## config.mk

```make
export PLATFORM = sky130hd
export DESIGN_NAME = ctw_ctrl
export DESIGN_NICKNAME = d
export VERILOG_FILES = /design/src/design/ctw_pkg.sv /design/src/design/ctw_ctrl.sv /design/src/design/ctw_buf2.sv
export SDC_FILE = /design/constraint.sdc
export NUM_CORES = 1
export LEC_CHECK = 0
export BUFFER_PORTS_ARGS = -buffer_cell sky130_fd_sc_hd__buf_2
export CORE_ASPECT_RATIO = 1.75
export CORE_UTILIZATION = 30
export DETAILED_ROUTE_END_ITERATION = 8
export SLEW_MARGIN = 5
export SYNTH_ARGS = -nofsm -noshare
export SYNTH_HDL_FRONTEND = slang
export SYNTH_SLANG_ARGS = --single-unit
export TNS_END_PERCENT = 1
```

## constraint.sdc

```tcl
create_clock -name sys_clk -period 2.1 [get_ports sys_clk]
set_clock_uncertainty 0.15 [all_clocks]
set_input_delay 0.21 -clock sys_clk [delete_from_list [all_inputs] [get_ports sys_clk]]
set_output_delay 0.21 -clock sys_clk [all_outputs]
set_load 0.02 [all_outputs]
```

## src/design/ctw_pkg.sv

```systemverilog
// package for the can transceiver mode and wake-up control block
// assumes a 100 MHz system clock; bus levels arrive as digital comparator outputs
package ctw_pkg;
  localparam int CLK_MHZ = 100;
  // valid dominant pulse: longer than 500 ns (least time, round up)
  localparam int PULSE_MIN_NS = 500;
  localparam int PULSE_MIN_CYC = (PULSE_MIN_NS * CLK_MHZ + 999) / 1000;
  // single-pulse wake length 2.0 us (2000 ns)
  localparam int SINGLE_NS = 2000;
  localparam int SINGLE_CYC = (SINGLE_NS * CLK_MHZ + 999) / 1000;
  // pattern window 120 us (longest time, round down)
  localparam int WIN_US = 120;
  localparam int WIN_CYC = WIN_US * CLK_MHZ;
  localparam int PAT_PULSES = 3;
  localparam logic [1:0] SLEW_RESET = 2'h0; // fastest rate
  localparam logic RXD_RESET = 1'b1;
  // interface modes
  typedef enum logic [1:0] {
    CTW_SLEEP = 2'b00,
    CTW_NORMAL = 2'b01,
    CTW_RXONLY = 2'b10
  } ctw_mode_e;
  // drive commands to the analog front end
  typedef struct packed {
    logic drvEn;     // bus driver enabled
    logic dominant;  // driver in dominant state
    logic rxEn;      // differential receiver enabled
    logic splitEn;   // split bias active, else high impedance
    logic gndTerm;   // input resistors switched to ground
    logic [1:0] slew; // selected slew rate
  } ctw_drv_s;
endpackage

```

## src/design/ctw_ctrl.sv

```systemverilog
// can transceiver digital control: modes, driver mapping, receive path,
// slew select, sleep termination and bus wake-up detection
// assumes bus comparator outputs are synchronous to sys_clk
//
// Function
// - in normal mode the driver and receiver are on, transmit controls the bus, rx reports it, split active.
// - in receive-only mode the driver is off, transmit is ignored and rx still reports the bus.
// - the driver is enabled only in normal mode once the transmit input has been seen high.
// - with the driver on, transmit high gives recessive and transmit low gives dominant.
// - rx is high when the differential voltage is below threshold and low when above.
// - three slew rates are selectable, fastest by default, applied to both edge directions.
// - in sleep both drivers are off, lines go to ground and split is high impedance.
// - a bus wake-up sets a readable flag, pulses the interrupt and wakes a low-power device.
// - returning to normal from sleep restores the lines to recessive.
// - bus wake-up detection in sleep acts only when enabled.
// - with single-pulse select low, wake needs three valid dominant pulses; short pulses between them are ignored.
// - with single-pulse select high, one dominant pulse of 2.0 us wakes.
// - a valid pulse lasts over 500 ns and three must fall within 120 us.
// - a permanent recessive rx fault sets a flag and forces receive-only mode.
`timescale 1ns/10ps
module ctw_ctrl
  import ctw_pkg::*;
(
  input wire logic sys_clk, // system clock
  input wire logic sys_rst, // synchronous reset
  input wire logic [1:0] modeSel, // requested mode, ctw_mode_e coding
  input wire logic [1:0] slewSel, // slew rate select from spi
  input wire logic slewWr, // strobe loading slewSel
  input wire logic wakeEn, // bus wake-up enable
  input wire logic single_pulse_wake_sel, // one-pulse wake select
  input wire logic lowPower, // device in a low-power mode
  input wire logic txIn, // transmit input from controller
  input wire logic busDom, // differential comparator: 1 = dominant
  input wire logic wakeDom, // wake-up receiver: 1 = dominant
  input wire logic rxSense, // sensed level of the rx pin
  input wire logic wakeFlagClr, // clear wake flag
  input wire logic rxFaultClr, // spare clear of rx fault flag
  input wire logic rxReady, // consumer accepts rx sample
  output ctw_drv_s drv, // analog front-end control
  output logic rxOut, // receive output pin level
  output logic rxValid, // rx sample available
  output logic rxBufReady, // buffer accepting samples
  output logic wakeFlag, // bus wake-up flag
  output logic wakeIrq, // one-cycle interrupt pulse
  output logic wakeReq, // wake request to device mode logic
  output logic rxFault // rx permanent recessive flag
);
  localparam logic [14:0] WIN_C = 15'(WIN_CYC);
  localparam logic [14:0] PMIN_C = 15'(PULSE_MIN_CYC + 1);
  localparam logic [14:0] SGL_C = 15'(SINGLE_CYC);

  typedef enum logic [1:0] {
    WK_IDLE = 2'b00,
    WK_PULSE = 2'b01,
    WK_GAP = 2'b10
  } ctw_wk_e;

  ctw_mode_e mode;
  logic txArmed_reg, txArmed_next;
  logic [1:0] slew_reg, slew_next;
  logic rxFault_reg, rxFault_next;
  logic wakeFlag_reg, wakeFlag_next;
  logic irq_reg, irq_next;
  logic busDomD_reg;
  logic rxOut_reg;
  ctw_wk_e wk_reg, wk_next;
  logic [14:0] pulseCnt_reg, pulseCnt_next;
  logic [14:0] winCnt_reg, winCnt_next;
  logic [1:0] nPulse_reg, nPulse_next;
  logic effNormal, wakeHit, sleeping, rxBit;

  // rx fault overrides a normal request
  always_comb
  begin
    case (modeSel)
      2'b01: mode = rxFault_reg ? CTW_RXONLY : CTW_NORMAL;
      2'b10: mode = CTW_RXONLY;
      default: mode = CTW_SLEEP;
    endcase
  end
  assign effNormal = (mode == CTW_NORMAL);
  assign sleeping = (mode == CTW_SLEEP);

  // driver arming and slew register; arming drops whenever normal mode is left
  always_comb
  begin
    txArmed_next = txArmed_reg;
    if (!effNormal)
    begin
      txArmed_next = 1'b0;
    end
    else if (txIn)
    begin
      txArmed_next = 1'b1;
    end
    slew_next = slewWr ? slewSel : slew_reg;
  end

  // front-end mapping; slew applies to both transitions in the analog stage
  always_comb
  begin
    drv.drvEn = effNormal && txArmed_reg;
    drv.dominant = effNormal && txArmed_reg && !txIn;
    drv.rxEn = !sleeping;
    drv.splitEn = !sleeping;
    drv.gndTerm = sleeping;
    drv.slew = slew_reg;
  end

  // rx level: recessive reads high; sleeping reports recessive
  assign rxBit = sleeping ? 1'b1 : !busDom;

  // rx fault: as the bus returns to recessive the pin still carries the dominant low,
  // so a high sense there means the pin is stuck recessive; comparing against the
  // driven level avoids a false fault on the first cycle after sleep
  // recovery by sampling low on the transmit input; a new fault wins over a clear
  always_comb
  begin
    rxFault_next = rxFault_reg;
    if (!sleeping && busDomD_reg && !busDom && rxSense && !rxOut_reg)
    begin
      rxFault_next = 1'b1;
    end
    else if (rxFaultClr || (rxFault_reg && !txIn))
    begin
      rxFault_next = 1'b0;
    end
  end

  // wake-up pattern detector, runs only in sleep with wake enabled
  always_comb
  begin
    wk_next = wk_reg;
    pulseCnt_next = pulseCnt_reg;
    winCnt_next = winCnt_reg;
    nPulse_next = nPulse_reg;
    wakeHit = 1'b0;
    if (!(sleeping && wakeEn))
    begin
      wk_next = WK_IDLE;
      nPulse_next = 2'h0;
      pulseCnt_next = 15'h0;
      winCnt_next = 15'h0;
    end
    else
    begin
      if (wk_reg != WK_IDLE)
      begin
        winCnt_next = winCnt_reg + 15'h1;
      end
      case (wk_reg)
        WK_IDLE:
        begin
          nPulse_next = 2'h0;
          winCnt_next = 15'h0;
          pulseCnt_next = 15'h0;
          if (wakeDom)
          begin
            wk_next = WK_PULSE;
            pulseCnt_next = 15'h1;
          end
        end
        WK_PULSE:
        begin
          pulseCnt_next = pulseCnt_reg + 15'h1;
          if (single_pulse_wake_sel && pulseCnt_reg >= SGL_C)
          begin
            wakeHit = 1'b1;
            wk_next = WK_IDLE;
          end
          else if (!wakeDom)
          begin
            if (pulseCnt_reg >= PMIN_C)
            begin
              nPulse_next = nPulse_reg + 2'h1;
              if (!single_pulse_wake_sel && nPulse_reg == 2'(PAT_PULSES - 1))
              begin
                wakeHit = 1'b1;
                wk_next = WK_IDLE;
              end
              else
              begin
                wk_next = WK_GAP;
              end
            end
            else
            begin
              wk_next = (nPulse_reg == 2'h0) ? WK_IDLE : WK_GAP;
            end
          end
        end
        WK_GAP:
        begin
          if (wakeDom)
          begin
            wk_next = WK_PULSE;
            pulseCnt_next = 15'h1;
          end
        end
        default: wk_next = WK_IDLE;
      endcase
      // window expiry discards partial pattern
      if (wk_reg != WK_IDLE && !wakeHit && winCnt_reg >= WIN_C)
      begin
        wk_next = WK_IDLE;
        nPulse_next = 2'h0;
      end
    end
    // set wins over clear
    wakeFlag_next = wakeHit ? 1'b1 : (wakeFlagClr ? 1'b0 : wakeFlag_reg);
    irq_next = wakeHit;
  end

  always_ff @(posedge sys_clk)
  begin
    if (sys_rst)
    begin
      txArmed_reg <= 1'b0;
      slew_reg <= SLEW_RESET;
      rxFault_reg <= 1'b0;
      wakeFlag_reg <= 1'b0;
      irq_reg <= 1'b0;
      busDomD_reg <= 1'b0;
      rxOut_reg <= RXD_RESET;
      wk_reg <= WK_IDLE;
      pulseCnt_reg <= 15'h0;
      winCnt_reg <= 15'h0;
      nPulse_reg <= 2'h0;
    end
    else
    begin
      txArmed_reg <= txArmed_next;
      slew_reg <= slew_next;
      rxFault_reg <= rxFault_next;
      wakeFlag_reg <= wakeFlag_next;
      irq_reg <= irq_next;
      busDomD_reg <= busDom;
      rxOut_reg <= rxBit;
      wk_reg <= wk_next;
      pulseCnt_reg <= pulseCnt_next;
      winCnt_reg <= winCnt_next;
      nPulse_reg <= nPulse_next;
    end
  end

  // registered pin level and status flags
  assign rxOut = rxOut_reg;
  assign wakeFlag = wakeFlag_reg;
  assign wakeIrq = irq_reg;
  assign wakeReq = irq_reg && lowPower;
  assign rxFault = rxFault_reg;

  // sample stream toward the controller side; samples offered while the buffer is full are dropped
  ctw_buf2 u_buf
  (
    .sys_clk(sys_clk),
    .sys_rst(sys_rst),
    .inValid(!sleeping),
    .inReady(rxBufReady),
    .inData(rxBit),
    .outValid(rxValid),
    .outReady(rxReady),
    .outData()
  );
endmodule

```

## src/design/ctw_buf2.sv

```systemverilog
// two-entry valid/ready buffer for received bus samples
// assumes one clock, synchronous active-high reset
`timescale 1ns/10ps
module ctw_buf2
  import ctw_pkg::*;
(
  input wire logic sys_clk, // system clock
  input wire logic sys_rst, // synchronous reset
  input wire logic inValid, // sample offered
  output logic inReady, // space available
  input wire logic inData, // sample bit
  output logic outValid, // sample available
  input wire logic outReady, // consumer takes sample
  output logic outData // head sample, registered
);
  logic [1:0] mem_reg, mem_next;
  logic [1:0] cnt_reg, cnt_next;
  logic push, pop;

  // handshake terms
  assign inReady = (cnt_reg != 2'h2);
  assign outValid = (cnt_reg != 2'h0);
  assign push = inValid && inReady;
  assign pop = outValid && outReady;
  assign outData = mem_reg[0];

  // shift-out storage; head always in slot 0
  always_comb
  begin
    mem_next = mem_reg;
    cnt_next = cnt_reg;
    if (pop)
    begin
      mem_next[0] = mem_reg[1];
    end
    if (push)
    begin
      mem_next[(pop ? cnt_reg - 2'h1 : cnt_reg) == 2'h1 ? 1'b1 : 1'b0] = inData;
    end
    cnt_next = cnt_reg + {1'b0, push} - {1'b0, pop};
  end

  always_ff @(posedge sys_clk)
  begin
    if (sys_rst)
    begin
      mem_reg <= {2{RXD_RESET}};
      cnt_reg <= 2'h0;
    end
    else
    begin
      mem_reg <= mem_next;
      cnt_reg <= cnt_next;
    end
  end
endmodule

```

==> run summary, run 1 <==
CORE AREA: 7510 um^2
post-route insts no fill: 413
first-pass iteration count of the detailed router: 4
die height: 118 um
Area after DPL: 2710 um^2
DRT iter0 DRCs: 78
post-route ant nets: 0
drt total wl: 5140 um
vias: 1967
Crit Path Category: register to register
met1 Resource Use GR: 0.127
drt wl/cell: 12.4 um
Initial Util: 0.308
GRT overflow: 0
Detail Placement HPWL: 4010 um
CP max stage cell: or4b_4
sequential fraction of the synthesis area: 0.380
vias in the first global route: 1965
I/O pin count: 31
reg-to-reg setup timing slack: -40 ps
CTS tree: built
Syn Area/Cell: 8.43 um^2
unrepaired setup endpoints after global routing: true
worst vdd ir: 518 uV
Final nets: 355
Post-Syn Nets: 306
first-pass GRT wire length: 8380 um
Setup WS post-layout: -43.4 ps
Bufs and invs on worst path: 0
post-CTS setup buffers: 0
Post-CTS Hold Fix Bufs: 0
I/O Buffers: 30
Pwr Total: 0.00200 W
delay-heaviest family, CP: compound AO/OA/AOI/OAI gates
sequence of cells on the critical path: ha_4 > a2111oi_4 > o2111ai_2 > mux2_4 > or4b_4 > a21oi_1
Pleak: 1.12 nW
Setup Slack @ Placement: -58.8 ps
Hold Crit Class: primary input to register
met3 Resource Use GR: 0.0299
commonest non-fill, non-tap cells in the layout: nor2_1, dfxtp_1, buf_2
most common cell after layout, fill and taps aside: nor2_1
H-tree Lvls: 2
Die ar.: 8090 um^2
Final Wtd Congestion: 0.794
Worst EP arrival: 2210 ps
failing checks: negative setup slack
gr usage total: 0.135
Most Crowded Layer GR: met2
GR Util met2: 0.262
clock sink count: 44
clock buffer depth: 2
CP required: 2160 ps
Via density: 4.76
Synth-to-Final Area Change: 26.5%
Synth cell types: 40
synthesized instance count: 275
synthesized flop and latch total: 44
clock buffer count from CTS: 5
Slew @ Worst Pin: 551 ps
# diodes: 0
Final period util: 1.02
Post-Syn Area: 2320 um^2
root buffer cell: clkbuf_16
# rows: 42
FMAX: 0.467 GHz
Critical Path Max Stage Delay: 510 ps
Worst-path clk slew: 60 ps
Worst Setup Start Kind: register
setup violators final: 1
drt drc: 0
initial antenna violation count: 0
Slew HR: 0.629
layout cells sized above 1: 0.249
critical-path maximum fanout: 4
Design Area, Final: 2930 um^2
placed cells: 405
pwr dens: 683 nW/um^2
pin count of the biggest net entering global routing: 16
Final min period: 2140 ps
Slew Limit Fails: 0
Worst Setup End Kind: register
clock latency on the worst-skew pair: 280 ps
hold slack final: 26.2 ps
warning count from the yosys run: 0
final hold violation count: 0
width of the die: 68.4 um
Max Cap Viol: 0
status: finished with violations
==> synthesized netlist by cell type <==
| library cell | instances | area share |
|---|---|---|
| nor2b_1 | 4 | 0.011 |
| a2111oi_4 | 1 | 0.012 |
| o2111a_1 | 1 | 0.0049 |
| nand4_1 | 9 | 0.024 |
| or2_2 | 4 | 0.011 |
| inv_1 | 21 | 0.034 |
| nor4_4 | 1 | 0.0092 |
| and2_1 | 2 | 0.0054 |
| nor4_1 | 3 | 0.0081 |
| a221oi_1 | 1 | 0.0038 |
| nand4b_1 | 2 | 0.0076 |
| mux2_1 | 1 | 0.0049 |
| a31o_2 | 1 | 0.0038 |
| o311ai_1 | 1 | 0.0038 |
| mux2i_1 | 5 | 0.022 |
| or4b_1 | 2 | 0.0086 |
| nand2b_1 | 3 | 0.0081 |
| nand3_1 | 13 | 0.028 |
| a31oi_1 | 3 | 0.0081 |
| nor2_1 | 53 | 0.086 |
| nor4bb_1 | 1 | 0.0043 |
| nand3b_1 | 2 | 0.0065 |
| o21a_1 | 1 | 0.0032 |
| nor3_1 | 6 | 0.013 |
| a21oi_1 | 9 | 0.019 |
| o21ai_0 | 7 | 0.015 |
| or3_1 | 2 | 0.0054 |
| nor4b_1 | 1 | 0.0038 |
| dfxtp_1 | 44 | 0.38 |
| nand2_1 | 15 | 0.024 |
| xnor2_1 | 13 | 0.049 |
| nor3_4 | 1 | 0.0070 |
| xor2_1 | 13 | 0.049 |
| buf_4 | 3 | 0.0097 |
| a21bo_2 | 1 | 0.0043 |
| a21o_1 | 1 | 0.0032 |
| o2111ai_2 | 1 | 0.0065 |
| clkbuf_1 | 7 | 0.011 |
| and3_1 | 2 | 0.0054 |
| ha_1 | 14 | 0.076 |
==> report_power, final <==
part           switching, W  leakage (nW)  internal, W
Clock              0.000329        0.0840     0.000565
Combinational      0.000129         0.676     0.000107
Sequential        0.0000146         0.357     0.000857
==> stage by stage <==
step | TNS, ps | util
2_1_floorplan | 0 | -
3_3_place_gp | -43.5 | 0.360
3_5_place_dp | -58.8 | 0.360
4_1_cts | -38.5 | 0.385
5_1_grt | -170 | 0.390
6_report | -43.4 | 0.390
==> metal layers <==
layer,part of all wire,vias up
met5,0,-
met4,0.017,0
met1,0.37,925
met3,0.021,9
li1,-,1014
met2,0.59,19
==> final cells by class <==
| class | instances | area [um^2] |
|---|---|---|
| clock buffer | 5 | 125 |
| clock inverter | 3 | 47.5 |
| fill | 774 | 4580 |
| inverter | 21 | 78.8 |
| multi-input combinational | 200 | 1350 |
| sequential | 44 | 887 |
| tap | 88 | 110 |
| timing repair buffer | 52 | 328 |
==> worst register-to-register path: stages (launching register included) <==
cell       delay, ps
dfxtp_4          370
ha_4             180
a2111oi_4        240
o2111ai_2        170
mux2_4           330
or4b_4           510
a21oi_1          130
==> logic make-up (layout without fill, tap and decap cells) <==
| group | count (synthesis) | in the layout | share of synthesized area |
|---|---|---|---|
| DFF | 44 | 44 | 0.380 |
| muxes | 6 | 6 | 0.0265 |
| adders and majority gates | 14 | 14 | 0.0756 |
| AOI/OAI and AO/OA | 28 | 28 | 0.0880 |
| and+or+nand+nor | 126 | 126 | 0.276 |
| buffers and inverters | 31 | 81 | 0.0551 |
| xor gates and xnor gates | 26 | 26 | 0.0983 |
==> final timing paths <==
check / startpoint / end / depth (start not counted)
setup / recovery: pulseCnt_reg[1] / wk_reg[1] / 6
hold / removal: slewSel[0] / slew_reg[0] / 3
setup reg to reg: pulseCnt_reg[1] / wk_reg[1] / 6
hold reg to reg: winCnt_reg[0] / winCnt_reg[0] / 1
==> what timing repair did <==
item                                    CTS  global route
hold endpoints to repair                  0             0
resized for setup                         3             9
endpoints found under the setup margin    1             5
(Power assumes the default switching activity.)
==> inputs of run 2 (changes only) <==
--- a/config.mk
+++ b/config.mk
@@ -6,9 +6,13 @@
 export NUM_CORES = 1
 export LEC_CHECK = 0
 export BUFFER_PORTS_ARGS = -buffer_cell sky130_fd_sc_hd__buf_2
+export CELL_PAD_IN_SITES_DETAIL_PLACEMENT = 0
+export CELL_PAD_IN_SITES_GLOBAL_PLACEMENT = 2
 export CORE_ASPECT_RATIO = 1.75
 export CORE_UTILIZATION = 30
+export CTS_CLUSTER_DIAMETER = 200
 export DETAILED_ROUTE_END_ITERATION = 8
+export PLACE_DENSITY_LB_ADDON = 0.1
 export SLEW_MARGIN = 5
 export SYNTH_ARGS = -nofsm -noshare
 export SYNTH_HDL_FRONTEND = slang
==> run 2 against run 1 <==
The flow still finishes with violations (negative setup slack). Cell area is 1.5% lower. Clock-buffer cell count stayed put. Critical path depth stayed put. Core utilization is 0.57 points lower. Total power is 4.7% lower. Clock power is 13% lower. Global-route usage is 1.9 points higher. Combinational power is 10% higher. Sequential share of layout area is 0.27 points higher. Largest power group is now sequential cells.
==> run summary, run 2 (synthesis gave the netlist of run 1 again) <==
met3 Resource Use GR: 0.0290
Slew HR: 0.594
# diodes: 0
Post-CTS Hold Fix Bufs: 0
met1 Resource Use GR: 0.145
Final nets: 358
Detail Placement HPWL: 4480 um
final hold violation count: 0
unrepaired setup endpoints after global routing: true
first-pass iteration count of the detailed router: 4
Most Crowded Layer GR: met2
Slew @ Worst Pin: 604 ps
clock buffer count from CTS: 5
FMAX: 0.468 GHz
drt wl/cell: 13.4 um
fill count: 822
clock sink count: 44
Hold Crit Class: primary input to register
Slew Limit Fails: 0
CP required: 2170 ps
vias in the first global route: 1956
Final Core Density: 0.384
post-route insts no fill: 416
# rows: 42
failing checks: negative setup slack
critical-path maximum fanout: 5
initial antenna violation count: 0
root buffer cell: clkbuf_16
CTS tree: built
Max Cap Viol: 0
GR Util met2: 0.300
Setup WS post-layout: -36.3 ps
I/O pin count: 31
Final Wtd Congestion: 0.754
status: finished with violations
Worst Setup End Kind: register
GRT overflow: 0
I/O Buffers: 30
Initial Util: 0.308
Worst-path clk slew: 70 ps
worst vdd ir: 363 uV
drt total wl: 5580 um
die height: 118 um
vias: 1961
clock latency on the worst-skew pair: 290 ps
clock buffer depth: 2
pin count of the biggest net entering global routing: 16
width of the die: 68.4 um
Pleak: 1.11 nW
post-route ant nets: 0
Via density: 4.71
Worst EP arrival: 2210 ps
H-tree Lvls: 2
pwr dens: 661 nW/um^2
Die ar.: 8090 um^2
gr usage total: 0.154
Crit Path Category: register to register
Final min period: 2140 ps
placed cells: 408
commonest non-fill, non-tap cells in the layout: nor2_1, dfxtp_1, buf_2
setup violators final: 2
most common cell after layout, fill and taps aside: nor2_1
CORE AREA: 7510 um^2
Final period util: 1.02
DRT iter0 DRCs: 60
layout cells sized above 1: 0.232
first-pass GRT wire length: 9180 um
Worst Setup Start Kind: register
Synth-to-Final Area Change: 24.6%
post-CTS setup buffers: 0
drt drc: 0
## run 2: changes by cell type in the layout (fill, tap and decap cells not counted), sizes merged
cell,previous run,this run
buf,52,55
bufinv,1,0
clkinv,2,1
clkinvlp,0,2
## run 2: critical path: stages (launching register included)
cell and delay, ps:
dfxtp_2 360, ha_2 220, a2111oi_4 230, o2111ai_2 150, mux2_1 330, or4b_1 510, a21oi_1 130
## run 2: path summary, 6_finish.rpt
| check | startpoint | end | depth (start not counted) | slack (ps) |
|---|---|---|---|---|
| min | slewSel[0] | slew_reg[0] | 3 | 20 |
| max reg2reg | pulseCnt_reg[1] | wk_reg[1] | 6 | -40 |
| min reg2reg | busDomD_reg | rxFault | 2 | 310 |
| max | pulseCnt_reg[1] | wk_reg[1] | 6 | -40 |
## run 2: final cells by class
| class | instances | area (um^2) | share of cell area |
|---|---|---|---|
| tap | 88 | 110 | 0.0381 |
| sequential | 44 | 882 | 0.305 |
| clock buffer | 5 | 125 | 0.0433 |
| timing repair buffer | 55 | 350 | 0.121 |
| inverter | 21 | 78.8 | 0.0273 |
| multi-input combinational | 200 | 1320 | 0.456 |
| clock inverter | 3 | 23.8 | 0.00823 |
## run 2: layer usage
layer  routed length, um  share of wire  up-vias
li1                    -              -     1026
met1                1990           0.36      917
met2                3390           0.61       11
met3                  89          0.016        7
met4                 101          0.018        0
met5                   0              0        -
## run 2: through the flow
step | TNS, ps | hold WS, ps | power, W | worst slack, ps | cell area, um^2
2_1_floorplan | 0 | 207 | 0.00106 | 2.71 | 2320
3_3_place_gp | -55.0 | 292 | 0.00115 | -55.0 | 2730
3_5_place_dp | -77.7 | 301 | 0.00115 | -72.9 | 2730
4_1_cts | -63.6 | 11.7 | 0.00195 | -40.7 | 2880
5_1_grt | -226 | 35.7 | 0.00202 | -143 | 2890
6_report | -46.3 | 15.2 | 0.00191 | -36.3 | 2890
## run 2: where the power goes
group / switching (W) / internal [W] / total, W
combinational: 0.000139 / 0.000120 / 0.000259
sequential: 0.00000922 / 0.000857 / 0.000867
clock: 0.000340 / 0.000442 / 0.000782
## run 2: repair_timing
action,CTS,global route
setup endpoints to repair,2,3
gates resized for setup,1,1
pin swaps,0,0
endpoints found under the hold margin,0,0
